## src/shared/pps_pkg.sv

```systemverilog
// pps_pkg: constants and carrier types for the pcm port strobe and mode select block
// assumes: sys_clk at 20 mhz, pcm bit clock well below half that rate
package pps_pkg;

   // clock and frame timing
   localparam int unsigned SYS_CLK_HZ       = 20000000;
   localparam int unsigned FRAME_PERIOD_US  = 125;
   localparam int unsigned FRAME_CYCLES     = (FRAME_PERIOD_US * (SYS_CLK_HZ / 1000000));
   localparam int unsigned BCLK_MIN_HZ      = 128000;
   localparam int unsigned BCLK_MAX_HZ      = 4096000;
   // frame lost if no line strobe for two frame periods
   localparam int unsigned FRAME_LOSS_CYCLES = 2 * FRAME_CYCLES;
   localparam int          FRAME_CNT_W      = 14;

   // strobe widths in bit times
   localparam logic [4:0]  STROBE_BITS_NARROW = 5'h08;
   localparam logic [4:0]  STROBE_BITS_WIDE   = 5'h10;

   // register offsets
   localparam logic [3:0]  ADDR_CTRL     = 4'h0;
   localparam logic [3:0]  ADDR_STATUS   = 4'h1;
   localparam logic [3:0]  ADDR_LINE_WID = 4'h2;
   localparam logic [3:0]  ADDR_MIC_WID  = 4'h3;
   localparam logic [3:0]  ADDR_MODE_TBL = 4'h4;
   localparam logic [3:0]  ADDR_RX_DATA  = 4'h5;

   // reset values
   localparam logic [7:0]  CTRL_RST      = 8'h00;
   localparam logic [7:0]  MODE_TBL_RST  = 8'he4;

   // ctrl field positions
   localparam int          CTRL_RX_EN_BIT = 0;

   typedef enum logic [1:0] {
      PPS_OP_SSI   = 2'b00,
      PPS_OP_FPBUS = 2'b01,
      PPS_OP_GCI   = 2'b10
   } pps_op_mode_t;

   typedef enum logic [1:0] {
      PPS_ST_IDLE  = 2'b00,
      PPS_ST_SHIFT = 2'b01,
      PPS_ST_DONE  = 2'b10
   } pps_shift_state_t;

   typedef struct packed {
      logic       line_strobe;
      logic       mic_strobe;
      logic       line_mode_b;
      logic       mic_mode_b;
      logic       frame_pulse;
      logic       bit_clock;
   } pps_pins_t;

   typedef struct packed {
      logic [1:0] line_mode;
      logic [1:0] mic_mode;
   } pps_chan_modes_t;

   typedef struct packed {
      logic        line_port;
      logic [15:0] word;
   } pps_word_t;

endpackage : pps_pkg

```

## src/design/pps_top.sv

```systemverilog
// pps_top: framing, operation detect and per-port mode decode for both pcm ports
// assumes: pins asynchronous to sys_clk, bit clock far below sys_clk, plain register port
// Overview of operation
// - line strobe high 8 or 16 bit times; line data shifts only then
// - mic strobe high 8 or 16 bit times; mic data moves only then
// - line strobe always present in strobe mode; it gives frame sync
// - fp bus or gci: line strobe pin is a static mode input with mode b
// - fp bus or gci: mic strobe pin is a static mode input with mode b
// - frame pulse tied low selects strobe mode; else low fp bus, high gci
`timescale 1ns/1ps
`default_nettype none
module pps_top (
   input  wire logic                   sys_clk,
   input  wire logic                   rst,
   input  wire logic                   line_port_strobe_or_mode_a,
   input  wire logic                   mic_port_strobe_or_mode_a,
   input  wire logic                   line_port_mode_b,
   input  wire logic                   mic_port_mode_b,
   input  wire logic                   frame_align_pulse_in,
   input  wire logic                   pcm_bit_clock_in,
   input  wire logic                   line_rx_in,
   input  wire logic                   mic_tx_in,
   output logic                        line_tx_out,
   output logic                        mic_rx_out,
   output logic                        simple_strobe_serial_mode,
   output logic [1:0]                  op_mode,
   output logic [1:0]                  line_chan_mode,
   output logic [1:0]                  mic_chan_mode,
   output logic                        word_valid,
   input  wire logic                   word_ready,
   output pps_pkg::pps_word_t          word_data,
   input  wire logic [3:0]             reg_addr,
   input  wire logic [15:0]            reg_wdata,
   input  wire logic                   reg_wr,
   input  wire logic                   reg_rd,
   output logic [15:0]                 reg_rdata
);

   // pin synchronisers
   pps_pkg::pps_pins_t pins_raw;
   pps_pkg::pps_pins_t pins_m_q;
   pps_pkg::pps_pins_t pins_s_q;
   logic [1:0]         data_m_q;
   logic [1:0]         data_s_q;
   pps_pkg::pps_pins_t pins_prev_q;

   assign pins_raw = '{line_strobe: line_port_strobe_or_mode_a, mic_strobe: mic_port_strobe_or_mode_a,
                       line_mode_b: line_port_mode_b, mic_mode_b: mic_port_mode_b,
                       frame_pulse: frame_align_pulse_in, bit_clock: pcm_bit_clock_in};

   always_ff @(posedge sys_clk or posedge rst) begin
      if (rst) begin
         pins_m_q    <= '0;
         pins_s_q    <= '0;
         pins_prev_q <= '0;
         data_m_q    <= 2'h0;
         data_s_q    <= 2'h0;
      end else begin
         pins_m_q    <= pins_raw;
         pins_s_q    <= pins_m_q;
         pins_prev_q <= pins_s_q;
         data_m_q    <= {line_rx_in, mic_tx_in};
         data_s_q    <= data_m_q;
      end
   end

   wire bclk_rise = pins_s_q.bit_clock & ~pins_prev_q.bit_clock;
   wire bclk_fall = ~pins_s_q.bit_clock & pins_prev_q.bit_clock;

   // operation detect: watch frame pulse pin over a two-frame window
   logic [pps_pkg::FRAME_CNT_W-1:0] fp_cnt_q;
   logic                            fp_seen_hi_q;
   logic                            fp_seen_lo_q;
   logic [1:0]                      op_mode_q;
   wire  fp_window_end = (fp_cnt_q == pps_pkg::FRAME_CNT_W'(pps_pkg::FRAME_LOSS_CYCLES - 1));
   // tied low = strobe mode; idle high with low pulses = fp bus; mostly low with high pulses = gci
   wire [1:0] op_mode_d = !fp_seen_hi_q ? pps_pkg::PPS_OP_SSI :
                          (fp_seen_lo_q && pins_s_q.frame_pulse) ? pps_pkg::PPS_OP_FPBUS :
                          pps_pkg::PPS_OP_GCI;

   always_ff @(posedge sys_clk or posedge rst) begin
      if (rst) begin
         fp_cnt_q     <= '0;
         fp_seen_hi_q <= 1'b0;
         fp_seen_lo_q <= 1'b0;
         op_mode_q    <= pps_pkg::PPS_OP_SSI;
      end else if (fp_window_end) begin
         fp_cnt_q     <= '0;
         fp_seen_hi_q <= pins_s_q.frame_pulse;
         fp_seen_lo_q <= ~pins_s_q.frame_pulse;
         op_mode_q    <= op_mode_d;
      end else begin
         fp_cnt_q     <= fp_cnt_q + 1'b1;
         fp_seen_hi_q <= fp_seen_hi_q | pins_s_q.frame_pulse;
         fp_seen_lo_q <= fp_seen_lo_q | ~pins_s_q.frame_pulse;
      end
   end

   wire ssi_mode = (op_mode_q == pps_pkg::PPS_OP_SSI);
   assign simple_strobe_serial_mode = ssi_mode;
   assign op_mode = op_mode_q;

   // registers
   logic [7:0]  ctrl_q;
   logic [4:0]  line_wid_q;
   logic [4:0]  mic_wid_q;
   logic [7:0]  mode_tbl_q;
   logic [15:0] rdata_q;

   // mode decode: index {strobe pin, mode b pin} into 4 x 2-bit table
   wire [1:0] line_sel = {pins_s_q.line_strobe, pins_s_q.line_mode_b};
   wire [1:0] mic_sel  = {pins_s_q.mic_strobe, pins_s_q.mic_mode_b};
   wire [1:0] line_mode_lk = mode_tbl_q[{line_sel, 1'b0} +: 2];
   wire [1:0] mic_mode_lk  = mode_tbl_q[{mic_sel, 1'b0} +: 2];
   // mode b pins ignored in strobe mode
   assign line_chan_mode = ssi_mode ? 2'h0 : line_mode_lk;
   assign mic_chan_mode  = ssi_mode ? 2'h0 : mic_mode_lk;

   // frame sync and strobe-gated shifting
   logic                          frame_locked_q;
   logic [pps_pkg::FRAME_CNT_W-1:0] loss_cnt_q;
   pps_pkg::pps_shift_state_t     line_st_q;
   pps_pkg::pps_shift_state_t     mic_st_q;
   logic [4:0]                    line_bits_q;
   logic [4:0]                    mic_bits_q;
   logic [15:0]                   line_sr_q;
   logic [15:0]                   mic_sr_q;
   logic [15:0]                   line_tx_word_q;
   logic [15:0]                   mic_tx_word_q;
   logic                          line_tx_q;
   logic                          mic_rx_q;

   wire line_strobe_rise = pins_s_q.line_strobe & ~pins_prev_q.line_strobe;
   wire line_gate = ssi_mode & pins_s_q.line_strobe & frame_locked_q;
   wire mic_gate  = ssi_mode & pins_s_q.mic_strobe & frame_locked_q;
   wire line_last = (line_bits_q == line_wid_q - 5'h01);
   wire mic_last  = (mic_bits_q == mic_wid_q - 5'h01);
   wire line_cap  = line_gate & bclk_fall & (line_st_q == pps_pkg::PPS_ST_SHIFT);
   wire mic_cap   = mic_gate & bclk_fall & (mic_st_q == pps_pkg::PPS_ST_SHIFT);
   wire rx_en     = ctrl_q[pps_pkg::CTRL_RX_EN_BIT];

   // frame sync taken from line strobe; lost after two silent frames
   always_ff @(posedge sys_clk or posedge rst) begin
      if (rst) begin
         frame_locked_q <= 1'b0;
         loss_cnt_q     <= '0;
      end else if (!ssi_mode) begin
         frame_locked_q <= 1'b0;
         loss_cnt_q     <= '0;
      end else if (line_strobe_rise) begin
         frame_locked_q <= 1'b1;
         loss_cnt_q     <= '0;
      end else if (loss_cnt_q == pps_pkg::FRAME_CNT_W'(pps_pkg::FRAME_LOSS_CYCLES)) begin
         frame_locked_q <= 1'b0;
      end else begin
         loss_cnt_q     <= loss_cnt_q + 1'b1;
      end
   end

   // line port: rx in and tx out
   always_ff @(posedge sys_clk or posedge rst) begin
      if (rst) begin
         line_st_q   <= pps_pkg::PPS_ST_IDLE;
         line_bits_q <= 5'h00;
         line_sr_q   <= 16'h0000;
         line_tx_q   <= 1'b0;
      end else begin
         case (line_st_q)
            pps_pkg::PPS_ST_IDLE: begin
               line_bits_q <= 5'h00;
               // fresh word each window, no stale upper bits at width 8
               line_sr_q   <= 16'h0000;
               if (line_gate) begin
                  line_st_q <= pps_pkg::PPS_ST_SHIFT;
                  line_tx_q <= line_tx_word_q[15];
               end
            end
            pps_pkg::PPS_ST_SHIFT: begin
               if (!line_gate) begin
                  line_st_q <= pps_pkg::PPS_ST_IDLE;
               end else if (bclk_rise) begin
                  line_tx_q <= line_tx_word_q[4'(15 - line_bits_q)];
               end else if (line_cap) begin
                  line_sr_q   <= {line_sr_q[14:0], data_s_q[1]};
                  line_bits_q <= line_bits_q + 5'h01;
                  if (line_last) begin
                     line_st_q <= pps_pkg::PPS_ST_DONE;
                  end
               end
            end
            pps_pkg::PPS_ST_DONE: begin
               if (!pins_s_q.line_strobe) begin
                  line_st_q <= pps_pkg::PPS_ST_IDLE;
               end
            end
            default: line_st_q <= pps_pkg::PPS_ST_IDLE;
         endcase
      end
   end

   // mic port: tx in and rx out
   always_ff @(posedge sys_clk or posedge rst) begin
      if (rst) begin
         mic_st_q   <= pps_pkg::PPS_ST_IDLE;
         mic_bits_q <= 5'h00;
         mic_sr_q   <= 16'h0000;
         mic_rx_q   <= 1'b0;
      end else begin
         case (mic_st_q)
            pps_pkg::PPS_ST_IDLE: begin
               mic_bits_q <= 5'h00;
               mic_sr_q   <= 16'h0000;
               if (mic_gate) begin
                  mic_st_q <= pps_pkg::PPS_ST_SHIFT;
                  mic_rx_q <= mic_tx_word_q[15];
               end
            end
            pps_pkg::PPS_ST_SHIFT: begin
               if (!mic_gate) begin
                  mic_st_q <= pps_pkg::PPS_ST_IDLE;
               end else if (bclk_rise) begin
                  mic_rx_q <= mic_tx_word_q[4'(15 - mic_bits_q)];
               end else if (mic_cap) begin
                  mic_sr_q   <= {mic_sr_q[14:0], data_s_q[0]};
                  mic_bits_q <= mic_bits_q + 5'h01;
                  if (mic_last) begin
                     mic_st_q <= pps_pkg::PPS_ST_DONE;
                  end
               end
            end
            pps_pkg::PPS_ST_DONE: begin
               if (!pins_s_q.mic_strobe) begin
                  mic_st_q <= pps_pkg::PPS_ST_IDLE;
               end
            end
            default: mic_st_q <= pps_pkg::PPS_ST_IDLE;
         endcase
      end
   end

   // outputs driven only inside the strobe window
   assign line_tx_out = line_tx_q & line_gate;
   assign mic_rx_out  = mic_rx_q & mic_gate;

   // two-entry buffer for captured words
   pps_pkg::pps_word_t buf_q [2];
   logic [1:0]         buf_cnt_q;
   logic               buf_rd_q;
   logic               buf_wr_q;
   wire line_done = line_cap & line_last;
   wire mic_done  = mic_cap & mic_last;
   // line wins a same-cycle tie and the mic word is dropped; a lone word dropped only when buffer full
   wire push_req  = rx_en & (line_done | mic_done);
   wire buf_full  = (buf_cnt_q == 2'h2);
   wire pop       = word_valid & word_ready;
   // a pop in the same cycle frees a slot for the push
   wire push      = push_req & (~buf_full | pop);
   pps_pkg::pps_word_t push_word;
   assign push_word  = line_done ? '{line_port: 1'b1, word: {line_sr_q[14:0], data_s_q[1]}}
                                 : '{line_port: 1'b0, word: {mic_sr_q[14:0], data_s_q[0]}};
   assign word_valid = (buf_cnt_q != 2'h0);
   assign word_data  = buf_q[buf_rd_q];

   always_ff @(posedge sys_clk or posedge rst) begin
      if (rst) begin
         buf_q[0]  <= '0;
         buf_q[1]  <= '0;
         buf_cnt_q <= 2'h0;
         buf_rd_q  <= 1'b0;
         buf_wr_q  <= 1'b0;
      end else begin
         if (push) begin
            buf_q[buf_wr_q] <= push_word;
            buf_wr_q        <= ~buf_wr_q;
         end
         if (pop) begin
            buf_rd_q <= ~buf_rd_q;
         end
         buf_cnt_q <= buf_cnt_q + {1'b0, push} - {1'b0, pop};
      end
   end

   // register port
   logic [15:0] overflow_cnt_q;
   wire wr_ctrl = reg_wr & (reg_addr == pps_pkg::ADDR_CTRL);
   wire wr_lwid = reg_wr & (reg_addr == pps_pkg::ADDR_LINE_WID);
   wire wr_mwid = reg_wr & (reg_addr == pps_pkg::ADDR_MIC_WID);
   wire wr_tbl  = reg_wr & (reg_addr == pps_pkg::ADDR_MODE_TBL);
   wire wr_tx   = reg_wr & (reg_addr == pps_pkg::ADDR_RX_DATA);
   // width writes other than 8 or 16 fall back to 8
   wire [4:0] wid_wr = (reg_wdata[4:0] == pps_pkg::STROBE_BITS_WIDE) ? pps_pkg::STROBE_BITS_WIDE
                                                                      : pps_pkg::STROBE_BITS_NARROW;
   wire [15:0] status_word = {5'h00, frame_locked_q, op_mode_q, line_chan_mode, mic_chan_mode,
                              word_valid, buf_full, line_st_q};
   wire [15:0] rdata_d = (reg_addr == pps_pkg::ADDR_CTRL)     ? {8'h00, ctrl_q} :
                         (reg_addr == pps_pkg::ADDR_STATUS)   ? status_word :
                         (reg_addr == pps_pkg::ADDR_LINE_WID) ? {11'h000, line_wid_q} :
                         (reg_addr == pps_pkg::ADDR_MIC_WID)  ? {11'h000, mic_wid_q} :
                         (reg_addr == pps_pkg::ADDR_MODE_TBL) ? {8'h00, mode_tbl_q} :
                         (reg_addr == pps_pkg::ADDR_RX_DATA)  ? overflow_cnt_q : 16'h0000;

   always_ff @(posedge sys_clk or posedge rst) begin
      if (rst) begin
         ctrl_q         <= pps_pkg::CTRL_RST;
         line_wid_q     <= pps_pkg::STROBE_BITS_NARROW;
         mic_wid_q      <= pps_pkg::STROBE_BITS_NARROW;
         mode_tbl_q     <= pps_pkg::MODE_TBL_RST;
         rdata_q        <= 16'h0000;
         line_tx_word_q <= 16'h0000;
         mic_tx_word_q  <= 16'h0000;
         overflow_cnt_q <= 16'h0000;
      end else begin
         if (wr_ctrl) ctrl_q <= reg_wdata[7:0];
         if (wr_lwid) line_wid_q <= wid_wr;
         if (wr_mwid) mic_wid_q <= wid_wr;
         if (wr_tbl) mode_tbl_q <= reg_wdata[7:0];
         if (wr_tx) begin
            line_tx_word_q <= reg_wdata;
            mic_tx_word_q  <= reg_wdata;
         end
         if (push_req & ~push) overflow_cnt_q <= overflow_cnt_q + 16'h0001;
         rdata_q <= reg_rd ? rdata_d : 16'h0000;
      end
   end

   assign reg_rdata = rdata_q;

endmodule : pps_top
`default_nettype wire

```

## config.mk

```make
export PLATFORM = sky130hd
export DESIGN_NAME = pps_top
export DESIGN_NICKNAME = d
export VERILOG_FILES = /design/src/shared/pps_pkg.sv /design/src/design/pps_top.sv
export SDC_FILE = /design/constraint.sdc
export NUM_CORES = 1
export LEC_CHECK = 0
export ABC_AREA = 1
export BUFFER_PORTS_ARGS = -buffer_cell sky130_fd_sc_hd__buf_4
export CAP_MARGIN = 20
export CORE_ASPECT_RATIO = 1.1
export CORE_MARGIN = 5
export CORE_UTILIZATION = 52
export CTS_BUF_LIST = sky130_fd_sc_hd__clkbuf_2 sky130_fd_sc_hd__clkbuf_4 sky130_fd_sc_hd__clkbuf_8
export DETAILED_ROUTE_END_ITERATION = 7
export PLACE_DENSITY = 0.7
export SLEW_MARGIN = 20
export SYNTH_ARGS = -nofsm -noshare
export SYNTH_HDL_FRONTEND = slang
export SYNTH_SLANG_ARGS = --single-unit
```

## constraint.sdc

```tcl
create_clock -name sys_clk -period 9.4 [get_ports sys_clk]
set_input_delay 0.94 -clock sys_clk [delete_from_list [all_inputs] [get_ports sys_clk]]
set_output_delay 0.94 -clock sys_clk [all_outputs]
set_load 0.005 [all_outputs]
```

==> impl_metrics.ini, run 1 <==
[yosys]
netlist_instances = 1144
yosys_warnings = 0
netlist_area_um2 = 9450
ys_seq_area_share_pct = 53.8
ys_ff_latch = 203
synth_cell_types = 39
avgSynthCellArea_um2 = 8.26
synth_nets = 1185

[critical_path]
required_ps = 8460
slowest_stage = clkinv_1
path_cells = buf_4 -> clkinv_1 -> nand2_1 -> nand2_1 -> buf_4
critical_path.max_fanout = 19
crit_path_start_kind = flop
slowest_delay_ps = 460
arrival_ps = 1970
worst-setup-path-type = reg -> out
crit_path_end_kind = output pin

[placed_design]
place_ws_ps = 6410
hpwlAfterDp_um = 15000
place_congestion = 0.919
place_area_um2 = 10200
buffer_ports.inserted = 75

[min_path]
holdCritPathClass = reg -> reg

[power_and_ir_drop]
p_total_uw = 2140
leakagePower_uw = 0.00557
p_per_area_nw_per_um2 = 195
ir_drop_uv = 143

[timing]
setup_ws_ps = 6490
clock_skew_ps = 15.0
setup_viol = 0
slew_headroom_pct = 37.8
hold-worst-slack_ps = 345
tightest_slew_ps = 934
slew_violations = 0
fin_crit_sh_pct = 30.9
rsz0062_at_grt = no
hold_viol_final = 0
tns_ps = 0
max_freq_mhz = 344
period_needed_ps = 2910

[clocking]
worstSkewPairLatency_ps = 530
clkSlewWorstSetupHoldPaths_ps = 60
hold_buffers = 0
post-cts-setup-buffers = 0
htreeDepth = 2
cts_root_buf = clkbuf_8
cts-buffers-inserted = 35
clkSinkCount = 203
cts_tree = built
clock_path_buffers = 3
post_cts_resized = 0

[global_routing]
grt_pass1_vias = 7345
grt_max_degree = 130
antenna_found_initial = 0
grt_overflow = 0
grt_pass1_wl_um = 36200
grtUsageTotal_pct = 20.8

[finish]
multiInputGateArea_um2 = 3670
fin_nets = 1272
ff_latch_area_um2 = 5090
stdcell_area_um2 = 11000
antenna_cells = 0
syn2layout_area_growth_pct = 16.3
drive_gt1_share_pct = 13.5
fillerInstances = 1584

[flow_run]
maxCapViolCount = 0

[run_status]
status = complete, no violations

[floorplan]
start_util_pct = 53.1
fp-row-count = 51
die-height_um = 151
coreArea_um2 = 17800
die_w_um = 139
die_area_um2 = 21000
ios = 76

[route]
drt_wl_total_um = 21400
num_vias = 7677
wl_per_cell_um = 14.3
drt_iter0_markers = 504
ant_nets = 0
drtPass1Iterations = 5
avgViaCountPerCell = 5.14
drc_errors = 0
path summary, 6_finish.rpt:
kind	slack [ps]	endpoint	from	cells past startpoint
setup / recovery	6490	word_data[13]	buf_rd_q$_DFFE_PP0P_	5
hold / removal	340	pins_s_q[1]$_DFF_PP0_	pins_m_q[1]$_DFF_PP0_	0
setup reg to reg	6570	overflow_cnt_q[8]$_DFFE_PP0P_	line_bits_q[0]$_DFFE_PP0P_	11
hold reg to reg	340	pins_s_q[1]$_DFF_PP0_	pins_m_q[1]$_DFF_PP0_	0
max in group asynchronous	7310	buf_q[18]$_DFFE_PP0P_	rst	3
min in group asynchronous	600	fp_cnt_q[6]$_DFF_PP0_	rst	2
report_power, final:
group / switching (uW) / internal (uW) / total (uW) / leakage [uW]
sequential: 59.7 / 941 / 1000 / 0.00262
combinational: 184 / 94.1 / 278 / 0.00253
clock: 362 / 502 / 864 / 0.000410
cell usage after synthesis (all sizes together):
library cell,n,area share [%]
nand2,352,14
dfrtp,197,52
inv,151,6.0
o21ai,112,5.9
nor2,83,3.7
a21oi,59,3.1
nand3,35,2.3
o22ai,29,1.9
nor3,24,1.5
clkbuf,18,0.71
xor2,17,1.6
nand4,14,1.1
buf,9,0.62
ha,8,1.1
dfstp,6,1.7
mux2,5,0.60
o211ai,5,0.40
xnor2,5,0.46
a221oi,4,0.37
clkinv,3,0.12
a31oi,2,0.13
or2,2,0.13
a311oi,1,0.093
a41o,1,0.11
nor4,1,0.066
o221ai,1,0.093
stage by stage:
stage               utilization, %  cells
finish                        61.8   1495
global route                  61.8   1495
CTS                           61.8   1495
detailed placement            57.4   1432
global placement              57.3   1432
floorplan                        -   1144
cells in the final DEF (no fill, tap or decap), drive strengths merged, types with 2 or more instances in the layout:
| cell | Yosys | layout |
|---|---|---|
| buf | 9 | 77 |
| o22ai | 29 | 29 |
| or2 | 2 | 2 |
| clkinvlp | 0 | 2 |
| nand3 | 35 | 35 |
| xor2 | 17 | 17 |
| nand4 | 14 | 14 |
| clkinv | 3 | 10 |
| a21oi | 59 | 59 |
| dfstp | 6 | 6 |
| dfrtp | 197 | 197 |
| xnor2 | 5 | 5 |
| a221oi | 4 | 4 |
| clkbuf | 18 | 52 |
| o211ai | 5 | 5 |
| ha | 8 | 8 |
| inv | 151 | 152 |
| nor3 | 24 | 24 |
| nand2 | 352 | 352 |
| o21ai | 112 | 112 |
| a31oi | 2 | 2 |
| mux2 | 5 | 5 |
| nor2 | 83 | 83 |
routing by layer:
layer / vias to the layer above / track usage, % / part of all wire [%]
li1: 3870 / - / -
met1: 3582 / 29.4 / 47
met2: 192 / 33.0 / 45
met3: 33 / 4.01 / 5.5
met4: 0 / 5.93 / 2.0
met5: - / 0 / 0
worst max-delay path, delay by kind of cell (launching register included):
family	cells	cell delay (ps)
buffers and inverters	3	840
flip-flops	1	320
AND/OR/NAND/NOR	2	270
area by class of cell:
cell class | count | share of cell area (%)
well taps | 238 | 2.71
clock buffers | 52 | 6.28
repair buffers | 77 | 5.26
inverters | 154 | 5.33
flip-flops and latches | 203 | 46.3
multi-input cells | 760 | 33.4
clock inverters | 11 | 0.808
state kept, by name, indices dropped and copies added, names as in the netlist, 5 cells and up:
signal	cells
buf_q	34
mic_tx_word_q	16
overflow_cnt_q	16
reg_rdata	16
line_sr_q	15
mic_sr_q	15
fp_cnt_q	14
loss_cnt_q	14
ctrl_q	8
mode_tbl_q	8
pins_m_q	6
line_bits_q	5
mic_bits_q	5
cells by family after synthesis:
group	Yosys count	synth area share [%]
xor+xnor	22	2.04
buf+inv	181	7.45
simple gates	511	22.9
flops	203	53.8
mux	5	0.596
fa+ha+maj	8	1.06
compound gates	214	12.2
Power figures use the tool's default switching activity.
==> run 2: changes to the inputs <==
clock period = 2.9 ns   (was 9.4 ns; I/O delays follow)
==> impl_metrics.ini, run 2 (same netlist as run 1, synthesis figures left out) <==
[clocking]
cts_root_buf = clkbuf_8
post-cts-setup-buffers = 0
hold_buffers = 13
post_cts_resized = 0
clkSlewWorstSetupHoldPaths_ps = 60
clock_path_buffers = 3
htreeDepth = 2
cts-buffers-inserted = 35
worstSkewPairLatency_ps = 530
cts_tree = built
clkSinkCount = 203

[floorplan]
die-height_um = 151
coreArea_um2 = 17800
die_area_um2 = 21000
start_util_pct = 53.1
die_w_um = 139
fp-row-count = 51
ios = 76

[run_status]
status = complete, no violations

[finish]
top_register = buf_q
instances_no_fill = 1516
fillerInstances = 1606
syn2layout_area_growth_pct = 18.4
ff_latch_area_um2 = 5090
final_common_cell = nand2_1
fin_nets = 1294
drive_gt1_share_pct = 13.8
largest_reg_flops = 34
stdcell_area_um2 = 11200
multiInputGateArea_um2 = 3660
antenna_cells = 0
layout_common_cells = nand2_1 (350), dfrtp_1 (197), inv_1 (148)
fin_util_pct = 62.8

[global_routing]
grt_pass1_vias = 7290
antenna_found_initial = 0
grt_max_degree = 56
grt_overflow = 0
grtUsageTotal_pct = 20.8
grt_pass1_wl_um = 35900

[power_and_ir_drop]
p_sw_uw = 1930
swShare_pct = 28.1
leakagePower_uw = 0.00566
p_int_uw = 4940
ir_drop_uv = 406
p_seq_share_pct = 47.2
p_comb_share_pct = 13.7
p_clk_share_pct = 39.1
p_per_area_nw_per_um2 = 614

[flow_run]
maxCapViolCount = 0

[critical_path]
cpMostUsedCell = nand2_1
cp_top_family = simple AND/OR/NAND/NOR gates
slowest_stage = nand2_1
crit_path_end_kind = flop
crit_buf_inv = 1
critical_path.max_fanout = 18
path_cells = nor2_4 -> nand3_4 -> nor3_4 -> inv_1 -> nand2_1 -> nand2_1 -> o21ai_1 -> a21oi_1
slowest_delay_ps = 500
crit_path_start_kind = flop
worst-setup-path-type = reg -> reg
required_ps = 3290
arrival_ps = 2800

[timing]
tightest_slew_ps = 727
clock_skew_ps = 20.1
fin_crit_sh_pct = 83.4
setup_ws_ps = 482
slew_headroom_pct = 51.4
rsz0062_at_grt = no
setup_viol = 0
hold-worst-slack_ps = 29.5
hold_viol_final = 0
max_freq_mhz = 414
period_needed_ps = 2420
slew_violations = 0

[route]
num_vias = 7772
wl_per_cell_um = 14.3
drt_iter0_markers = 527
avgViaCountPerCell = 5.13
ant_nets = 0
drt_wl_total_um = 21600
drtPass1Iterations = 5
drc_errors = 0

[placed_design]
place_congestion = 0.873
buffer_ports.inserted = 75
place_ws_ps = 543
post-place-cells = 1441
place_area_um2 = 10300
hpwlAfterDp_um = 15300

[min_path]
holdCritPathClass = in -> reg
-- run 2: changes by cell type in the layout (fill, tap and decap cells not counted) --
| cell | previous run | this run |
|---|---|---|
| dlygate4sd3_1 | 0 | 13 |
| clkbuf_4 | 4 | 13 |
| clkbuf_8 | 48 | 41 |
| buf_4 | 77 | 82 |
| buf_12 | 0 | 4 |
| clkinv_2 | 7 | 5 |
| clkinvlp_4 | 2 | 1 |
| inv_6 | 1 | 2 |
| inv_8 | 1 | 0 |
| nor4_1 | 0 | 1 |
| nor4_2 | 1 | 0 |
-- run 2: power groups by stage --
stage | Combinational, uW | Clock, uW | Sequential (uW)
after floorplan | 674 | 0 | 3210
after global placement | 912 | 0 | 3290
after detailed placement | 929 | 0 | 3290
after CTS | 948 | 2770 | 3240
after global routing | 1080 | 2890 | 3270
final | 940 | 2690 | 3250
-- run 2: path summary, 6_finish.rpt --
path,startpoint,end,slack [ps],cells after the start
hold / removal,reg_wdata[12],mic_tx_word_q[12]$_DFFE_PP0P_,30,3
max in group asynchronous,rst,line_sr_q[0]$_DFFE_PP0P_,1730,4
setup reg to reg,op_mode[1]$_DFFE_PP0N_,mic_bits_q[3]$_DFFE_PP0P_,480,8
hold reg to reg,pins_m_q[3]$_DFF_PP0_,line_sel[0]$_DFF_PP0_,340,0
min in group asynchronous,rst,buf_cnt_q[0]$_DFF_PP0_,450,3
setup / recovery,op_mode[1]$_DFFE_PP0N_,mic_bits_q[3]$_DFFE_PP0P_,480,8
-- run 2: cell type report --
| type | instances | share of cell area [%] |
|---|---|---|
| Clock buffer | 54 | 5.92 |
| Clock inverter | 8 | 0.649 |
| Inverter | 154 | 5.20 |
| Multi-Input combinational cell | 760 | 32.7 |
| Sequential cell | 203 | 45.5 |
| Tap cell | 238 | 2.66 |
| Timing Repair Buffer | 99 | 7.38 |
-- run 2: tightest hold or removal path: stages --
cell and delay [ps]:
buf_4 70, nor2_1 30, a21oi_1 100
-- run 2: metal layers --
layer	vias to the layer above	track usage, %	routed length (um)
li1	3911	-	-
met1	3628	28.9	10200
met2	201	33.8	9860
met3	32	3.85	1200
met4	0	5.88	363
met5	-	0	0
-- run 2: through the flow --
| stage | setup TNS, ps | power (uW) |
|---|---|---|
| 2_1_floorplan | -3030 | 3880 |
| 3_3_place_gp | 0 | 4200 |
| 3_5_place_dp | 0 | 4220 |
| 4_1_cts | 0 | 6960 |
| 5_1_grt | 0 | 7240 |
| 6_report | 0 | 6870 |
